File: src/vcc_pkg.sv
// Constants for the voltage comparator control block
`default_nettype none
package vcc_pkg;
    // ************************************************
    // Register addresses
    // ************************************************
    localparam logic [19:0] ADDR_PER = 20'hF00F0;
    localparam logic [19:0] ADDR_MDR = 20'hFFF60;
    localparam logic [19:0] ADDR_FIR = 20'hFFF61;
    localparam logic [19:0] ADDR_OCR = 20'hFFF62;
    localparam logic [7:0] RESET_VAL = 8'h00;
    // ************************************************
    // Writable bits per register
    // ************************************************
    localparam logic [7:0] MASK_PER = 8'hF5;
    localparam logic [7:0] MASK_MDR = 8'h05;
    localparam logic [7:0] MASK_FIR = 8'h0F;
    localparam logic [7:0] MASK_OCR = 8'h87;
    // ************************************************
    // Field positions
    // ************************************************
    localparam int PER_CMP = 5;
    localparam int MDR_ENB = 0;
    localparam int MDR_VRF = 2;
    localparam int MDR_MON = 3;
    localparam int FIR_EPO = 2;
    localparam int FIR_EDG = 3;
    localparam int OCR_IE = 0;
    localparam int OCR_OE = 1;
    localparam int OCR_OP = 2;
    localparam int OCR_SPD = 7;
    // ************************************************
    // Filter sampling clock selection
    // ************************************************
    localparam logic [1:0] FCK_OFF = 2'h0;
    localparam logic [1:0] FCK_DIV1 = 2'h1;
    localparam logic [1:0] FCK_DIV8 = 2'h2;
    localparam logic [2:0] DIV8_LAST = 3'h7;
    localparam logic [4:0] DIV32_LAST = 5'h1F;
    localparam logic [2:0] STABLE_ALL1 = 3'h7;
    localparam logic [2:0] STABLE_ALL0 = 3'h0;
endpackage
`default_nettype wire

File: src/vcc_comparator_ctrl.sv
// Control logic of the voltage comparator with its clock gate
// Summary of operation
// - High-speed or low-speed response selected by a control bit
// - Reference is external pin or on-chip voltage by select bit
// - Digital noise filter with selectable width, can be disabled
// - Result drives output pin, inverted or not by polarity bit
// - Interrupt raised on selected effective edge of the output
// - Clock-enable low stops clock and holds comparator in reset
// - Clock-enable low holds control registers at reset, ignores writes
// - Clock-enable high supplies clock, registers read and write
// - System reset clears whole peripheral enable register
// - Peripheral enable register takes bit and byte writes
// - Monitor flag reads 1 above reference, 0 below
// - Edge select 00 rising, 01 falling, upper bit set both
// - Filter passes level stable three samples; clock /1, /8, /32
// - Interrupt only while interrupt-enable bit set
`default_nettype none
module vcc_comparator_ctrl (
    input wire logic sys_clk,
    input wire logic reset,
    input wire logic [19:0] sfr_addr,
    input wire logic sfr_wr,
    input wire logic sfr_bit_op,
    input wire logic [2:0] sfr_bit_sel,
    input wire logic [7:0] sfr_wdata,
    input wire logic sfr_rd,
    output logic [7:0] sfr_rdata,
    input wire logic comparator_raw,
    output logic [7:0] peripheral_clock_enable,
    output logic comparator_clock_on,
    output logic comparator_enable,
    output logic ref_internal_sel,
    output logic high_speed_sel,
    output logic comparator_out_pin,
    output logic comparator_out_oe,
    output logic comparator_irq
);
    // ************************************************
    // Register file
    // ************************************************
    logic [7:0] per_ff, nxt_per;
    logic [7:0] mdr_ff, nxt_mdr;
    logic [7:0] fir_ff, nxt_fir;
    logic [7:0] ocr_ff, nxt_ocr;
    logic [7:0] rdata_ff, nxt_rdata;
    logic [7:0] bit_mask;
    logic clk_on;
    logic mon_level;

    // Merge a bit or byte write into the old value
    function automatic logic [7:0] merge(input logic [7:0] old,
                                         input logic [7:0] bm,
                                         input logic bit_op,
                                         input logic [7:0] wd,
                                         input logic [7:0] wmask);
        logic [7:0] v;
        v = bit_op ? ((old & ~bm) | (wd[0] ? bm : vcc_pkg::RESET_VAL)) : wd;
        return v & wmask;
    endfunction

    assign clk_on = per_ff[vcc_pkg::PER_CMP];
    assign bit_mask = 8'h01 << sfr_bit_sel;

    // Next register values and read data
    always_comb begin
        nxt_per = per_ff;
        nxt_mdr = mdr_ff;
        nxt_fir = fir_ff;
        nxt_ocr = ocr_ff;
        nxt_rdata = rdata_ff;
        if (sfr_wr) begin
            if (sfr_addr == vcc_pkg::ADDR_PER) begin
                nxt_per = merge(per_ff, bit_mask, sfr_bit_op, sfr_wdata,
                                vcc_pkg::MASK_PER);
            end else if (sfr_addr == vcc_pkg::ADDR_MDR) begin
                nxt_mdr = merge(mdr_ff, bit_mask, sfr_bit_op, sfr_wdata,
                                vcc_pkg::MASK_MDR);
            end else if (sfr_addr == vcc_pkg::ADDR_FIR) begin
                nxt_fir = merge(fir_ff, bit_mask, sfr_bit_op, sfr_wdata,
                                vcc_pkg::MASK_FIR);
            end else if (sfr_addr == vcc_pkg::ADDR_OCR) begin
                nxt_ocr = merge(ocr_ff, bit_mask, sfr_bit_op, sfr_wdata,
                                vcc_pkg::MASK_OCR);
            end
        end
        // Gate off: control registers forced to reset value
        if (!clk_on) begin
            nxt_mdr = vcc_pkg::RESET_VAL;
            nxt_fir = vcc_pkg::RESET_VAL;
            nxt_ocr = vcc_pkg::RESET_VAL;
        end
        if (sfr_rd) begin
            if (sfr_addr == vcc_pkg::ADDR_PER) begin
                nxt_rdata = per_ff;
            end else if (sfr_addr == vcc_pkg::ADDR_MDR) begin
                nxt_rdata = mdr_ff;
                nxt_rdata[vcc_pkg::MDR_MON] = mon_level;
            end else if (sfr_addr == vcc_pkg::ADDR_FIR) begin
                nxt_rdata = fir_ff;
            end else if (sfr_addr == vcc_pkg::ADDR_OCR) begin
                nxt_rdata = ocr_ff;
            end else begin
                nxt_rdata = vcc_pkg::RESET_VAL;
            end
        end
    end

    // Register storage, cleared by system reset
    always_ff @(posedge sys_clk or posedge reset) begin
        if (reset) begin
            per_ff <= vcc_pkg::RESET_VAL;
            mdr_ff <= vcc_pkg::RESET_VAL;
            fir_ff <= vcc_pkg::RESET_VAL;
            ocr_ff <= vcc_pkg::RESET_VAL;
            rdata_ff <= vcc_pkg::RESET_VAL;
        end else begin
            per_ff <= nxt_per;
            mdr_ff <= nxt_mdr;
            fir_ff <= nxt_fir;
            ocr_ff <= nxt_ocr;
            rdata_ff <= nxt_rdata;
        end
    end

    // ************************************************
    // Synchroniser, filter, edge detect, pin
    // ************************************************
    logic sync1_ff, sync2_ff;
    logic [4:0] pre_ff, nxt_pre;
    logic [2:0] samp_ff, nxt_samp;
    logic filt_ff, nxt_filt;
    logic prev_ff, nxt_prev;
    logic irq_ff, nxt_irq;
    logic pin_ff, nxt_pin;
    logic [1:0] fck;
    logic enb;
    logic tick;
    logic rise, fall, hit;

    assign fck = fir_ff[1:0];
    assign enb = clk_on & mdr_ff[vcc_pkg::MDR_ENB];
    assign mon_level = enb & sync2_ff;

    // Sampling tick, filter and edge logic
    always_comb begin
        nxt_pre = pre_ff + 5'h01;
        if (fck == vcc_pkg::FCK_DIV1) begin
            tick = 1'b1;
        end else if (fck == vcc_pkg::FCK_DIV8) begin
            tick = (pre_ff[2:0] == vcc_pkg::DIV8_LAST);
        end else begin
            tick = (pre_ff == vcc_pkg::DIV32_LAST);
        end
        nxt_samp = samp_ff;
        nxt_filt = filt_ff;
        if (fck == vcc_pkg::FCK_OFF) begin
            nxt_filt = sync2_ff;
        end else begin
            if (tick) begin
                nxt_samp = {samp_ff[1:0], sync2_ff};
            end
            if (samp_ff == vcc_pkg::STABLE_ALL1) begin
                nxt_filt = 1'b1;
            end else if (samp_ff == vcc_pkg::STABLE_ALL0) begin
                nxt_filt = 1'b0;
            end
        end
        nxt_prev = filt_ff;
        rise = filt_ff & ~prev_ff;
        fall = ~filt_ff & prev_ff;
        if (fir_ff[vcc_pkg::FIR_EDG]) begin
            hit = rise | fall;
        end else if (fir_ff[vcc_pkg::FIR_EPO]) begin
            hit = fall;
        end else begin
            hit = rise;
        end
        nxt_irq = hit & enb & ocr_ff[vcc_pkg::OCR_IE];
        nxt_pin = filt_ff ^ ocr_ff[vcc_pkg::OCR_OP];
        // Gate off: comparator logic held in reset
        if (!enb) begin
            nxt_pre = 5'h00;
            nxt_samp = vcc_pkg::STABLE_ALL0;
            nxt_filt = 1'b0;
            nxt_prev = 1'b0;
            nxt_irq = 1'b0;
        end
    end

    // Comparator path state
    always_ff @(posedge sys_clk or posedge reset) begin
        if (reset) begin
            sync1_ff <= 1'b0;
            sync2_ff <= 1'b0;
            pre_ff <= 5'h00;
            samp_ff <= 3'h0;
            filt_ff <= 1'b0;
            prev_ff <= 1'b0;
            irq_ff <= 1'b0;
            pin_ff <= 1'b0;
        end else begin
            sync1_ff <= comparator_raw;
            sync2_ff <= sync1_ff;
            pre_ff <= nxt_pre;
            samp_ff <= nxt_samp;
            filt_ff <= nxt_filt;
            prev_ff <= nxt_prev;
            irq_ff <= nxt_irq;
            pin_ff <= nxt_pin;
        end
    end

    // Outputs straight from flip-flops
    assign sfr_rdata = rdata_ff;
    assign peripheral_clock_enable = per_ff;
    assign comparator_clock_on = per_ff[vcc_pkg::PER_CMP];
    assign comparator_enable = mdr_ff[vcc_pkg::MDR_ENB];
    assign ref_internal_sel = mdr_ff[vcc_pkg::MDR_VRF];
    assign high_speed_sel = ocr_ff[vcc_pkg::OCR_SPD];
    assign comparator_out_pin = pin_ff;
    assign comparator_out_oe = ocr_ff[vcc_pkg::OCR_OE];
    assign comparator_irq = irq_ff;
endmodule
`default_nettype wire

File: config.mk
export PLATFORM = sky130hd
export DESIGN_NAME = vcc_comparator_ctrl
export DESIGN_NICKNAME = d
export VERILOG_FILES = /design/src/vcc_pkg.sv /design/src/vcc_comparator_ctrl.sv
export SDC_FILE = /design/constraint.sdc
export NUM_CORES = 1
export LEC_CHECK = 0
export CORE_ASPECT_RATIO = 1.2
export CORE_MARGIN = 3
export CORE_UTILIZATION = 45
export CTS_BUF_LIST = sky130_fd_sc_hd__clkbuf_8
export DETAILED_ROUTE_END_ITERATION = 16
export DONT_BUFFER_PORTS = 1
export MAX_ROUTING_LAYER = met4
export PLACE_DENSITY_LB_ADDON = 0.2
export SLEW_MARGIN = 20
export SYNTH_ARGS = -nofsm -noshare
export SYNTH_HDL_FRONTEND = slang
export SYNTH_SLANG_ARGS = --single-unit
File: constraint.sdc
create_clock -name sys_clk -period 3.7 [get_ports sys_clk]
set_input_delay 0.185 -clock sys_clk [delete_from_list [all_inputs] [get_ports sys_clk]]
set_output_delay 0.185 -clock sys_clk [all_outputs]
set_load 0.1 [all_outputs]
==> impl_results.rst <==
.. list-table::
   :header-rows: 1

   * - Metric
     - Value
   * - Result of the run
     - finished, final reports clean
   * - Post-placement worst setup slack
     - 1940 ps
   * - Final WL
     - 5050 um
   * - Vertical extent of the die
     - 81.6 um
   * - Layout area overhead
     - 8.34%
   * - Hold-fix buffers at CTS
     - 4
   * - Startpoint-to-endpoint class of the critical path
     - reg -> reg
   * - Number of enable flip-flop cells after synthesis
     - 0
   * - Number of nets in the finished design
     - between 200 and 300
   * - Setup repair after global routing missed its margin
     - no
   * - Fraction of synthesized area in multiplexers
     - 8.05%
   * - Detailed-route vias per instance
     - 5.75
   * - Leakage power of the design
     - between 0.9 and 1 nW
   * - Worst Max-Slew Pin Slew
     - 998 ps
   * - Pre-Repair DR Iteration Count
     - 4
   * - Routability congestion estimate from global placement
     - 0.857
   * - Share of the clock period used by the worst path after layout
     - 47.6%
   * - Yosys warning count
     - 0
   * - # diodes
     - 0
   * - Post-synthesis simple-gate area fraction
     - 26.5%
   * - Final setup violation count
     - 0
   * - Clock Latency Late Sink
     - a little under 300 ps
   * - Worst setup skew after layout
     - 3.11 ps
   * - Post-Synthesis Mean Instance Area
     - 9.29 sq um
   * - Worst path setup slack after routing
     - between 1500 and 2000 ps
   * - Number of synthesized register bits
     - 38
   * - Core area
     - 0.00442 sq mm
   * - Count of instances resized after the clock tree is built
     - 0
   * - Area of all placed cells without fillers
     - 0.00232 sq mm
   * - Instance area after placement
     - 0.00218 sq mm
   * - Family with the most delay on the worst path
     - simple AND/OR/NAND/NOR gates
   * - Final Hold Violating Endpoints
     - 0
   * - Count of different cell masters after synthesis
     - 46
   * - Cell chosen for the clock root
     - clkbuf_8
   * - Fraction of synthesis flops using an asynchronous set or reset pin
     - 100%
   * - Class of the tightest hold or removal check
     - in -> reg
   * - ANT nets after route
     - 0
   * - Drt wl/cell
     - 17.3 um
   * - Overall die area
     - 0.00564 sq mm
   * - Main combinational cell family by area after synthesis
     - simple AND/OR/NAND/NOR gates
   * - Initial antenna violation count
     - 0
   * - Kind of end point of the critical path
     - flop
   * - Largest vdd supply drop
     - 0.227 mV
   * - Fraction of final layout cells sized beyond drive strength 1
     - 9.32%
   * - Total of max-cap violations
     - 0
   * - Leading cell types in the layout, fill and taps excluded
     - 37 x dfrtp_1, 25 x nand2_1, 16 x nor2_1
   * - Total global routing overflow
     - 0
   * - Worst path max stage delay
     - 560 ps
   * - Xor/xnor cell area share of the yosys netlist
     - less than 1%
   * - Fraction of the mapped netlist area in compound gates
     - 12.3%
   * - Minimum clock period after layout
     - roughly 1800 ps
   * - Effective utilization at floorplan
     - between 40% and 50%
   * - Clock transition at path regs
     - 80 ps
   * - Highest achievable clock rate
     - 0.567 GHz
   * - Clock sink count
     - 38
   * - Half-perimeter wire length after placement
     - 3690 um
   * - Area contributors post-synth
     - dfrtp_1 44%, mux2i_1 7.0%, nand2_1 4.4%
   * - Startpoint class of the critical path
     - flop
   * - Critical path required time
     - 3910 ps
   * - Most common flop cell mapped by yosys
     - dfrtp_1
   * - Number of port buffers
     - 0
   * - Post-Syn Instances
     - 231
   * - Critical path buffers and inverters
     - 1
   * - DRC marker count from the first detailed-route iteration
     - 149
   * - Number of I/O pins
     - 60
   * - Gr usage total
     - 19.5%
   * - Ordered list of cells on the worst path
     - buf_4, nand2_1, nor3_1
   * - Row count
     - 26
   * - Vias in the first global route
     - 1752
   * - Postcts setup bufs
     - 0
   * - TritonCTS clock tree
     - yes
   * - DRC violations left
     - 0
   * - Total power per unit cell area
     - roughly 330 mW/mm^2
   * - Signal arrival time at the worst endpoint
     - just under 2000 ps
   * - Number of H-tree levels
     - 2
   * - First-pass GRT wire length
     - about 8500 um
   * - Die W
     - 69.0 um
   * - Master of the slowest instance on the critical path
     - buf_4
   * - Critical path fanouts, max
     - 16
   * - Commonest non-fill, non-tap cell in the layout
     - dfrtp_1
   * - Fraction of synthesized cell area taken by the top area cell type
     - between 40% and 50%
   * - Worst slew margin
     - between 30% and 40%
   * - Portion of the post-synthesis area used by sequential elements
     - 44.3%
   * - Number of CTS-inserted buffers
     - 5
   * - Vias post-DR
     - 1679
   * - Adder-cell area share of the yosys netlist
     - 2.92%
   * - Maximum number of pins on one net before global-route repair
     - 39
   * - Setup total negative slack
     - 0 ps
   * - Count of pins over their slew limit
     - 0
   * - Buffer levels on the longest clock path
     - 2
   * - Biggest area consumer among synthesized cells
     - dfrtp_1
   * - Synth Cell Area
     - 0.00215 sq mm
   * - Post-layout util
     - between 50% and 60%
through the flow:
step / hold slack (ps) / cells / power (mW)
after global routing: 33.2 / 292 / 0.796
after floorplan: 216 / 232 / 0.469
after detailed placement: 216 / 279 / 0.469
final: 30.7 / 292 / 0.766
after global placement: 216 / 279 / 0.470
after CTS: 0.766 / 291 / 0.775
logic make-up (layout without fill, tap and decap cells):
family / count (synthesis) / after routing
flops: 38 / 38
simple gates: 104 / 104
xor+xnor: 2 / 2
compound gates: 41 / 41
fa+ha+maj: 5 / 5
buf+inv: 23 / 27
mux: 17 / 17
other cells: 1 / 2
cell type report:
type                    count  area (sq um)
clock buffers               6          82.6
repair buffers              8          72.6
fillers                   425          2100
flip-flops and latches     38           952
multi-input cells         171          1090
inverters                  11          41.3
clock inverters             2          12.5
well taps                  56          70.1
power breakdown:
group | internal (mW) | switching, mW
Sequential | 0.416 | 0.000671
Clock | 0.150 | 0.150
Combinational | 0.0168 | 0.0324
Total | 0.583 | 0.183
Yosys cell counts (2+ instances only):
master     instances
nor2b_1            7
o31ai_1            2
clkbuf_1           5
nand3_1           13
o2bb2ai_1          2
nor2_1            16
mux2_2             2
o22ai_1            2
a21boi_0           2
mux2i_1           15
ha_1               5
nand2_1           25
buf_4              4
a21boi_1           2
o211ai_1           3
xor2_1             2
buf_2              3
dfrtp_1           38
o21ai_0           10
nand4_1            5
a211o_1            2
or2_2              3
a21oi_1            9
a211oi_1           4
and4_1             2
inv_1             11
a22o_1             2
and3_1             5
nor3_1             9
nand3b_1           3
or3_1              3
layer usage:
layer / share of wire, % / wire, um / global-route usage [%] / vias to the layer above
li1: - / - / - / 826
met1: 43 / 2180 / 22.0 / 794
met2: 49 / 2450 / 33.3 / 52
met3: 6.6 / 335 / 6.00 / 7
met4: 1.6 / 79 / 6.64 / 0
met5: 0 / 0 / - / -
worst register-to-register path: stages (launching register included):
cell and delay (ps):
dfrtp_2 550, buf_4 560, nand2_1 320, nor3_1 250
final timing paths:
path                       startpoint      endpoint  slack (ps)  cells after the start
max                              flop       filt_ff        1940                      3
min                            sfr_rd  sfr_rdata[1]          30                      2
max reg2reg                      flop       filt_ff        1940                      3
min reg2reg                  sync1_ff      sync2_ff         350                      0
max in group asynchronous       reset     async pin        2890                      3
min in group asynchronous       reset  sfr_rdata[4]         450                      3
Power figures use the tool's default switching activity.
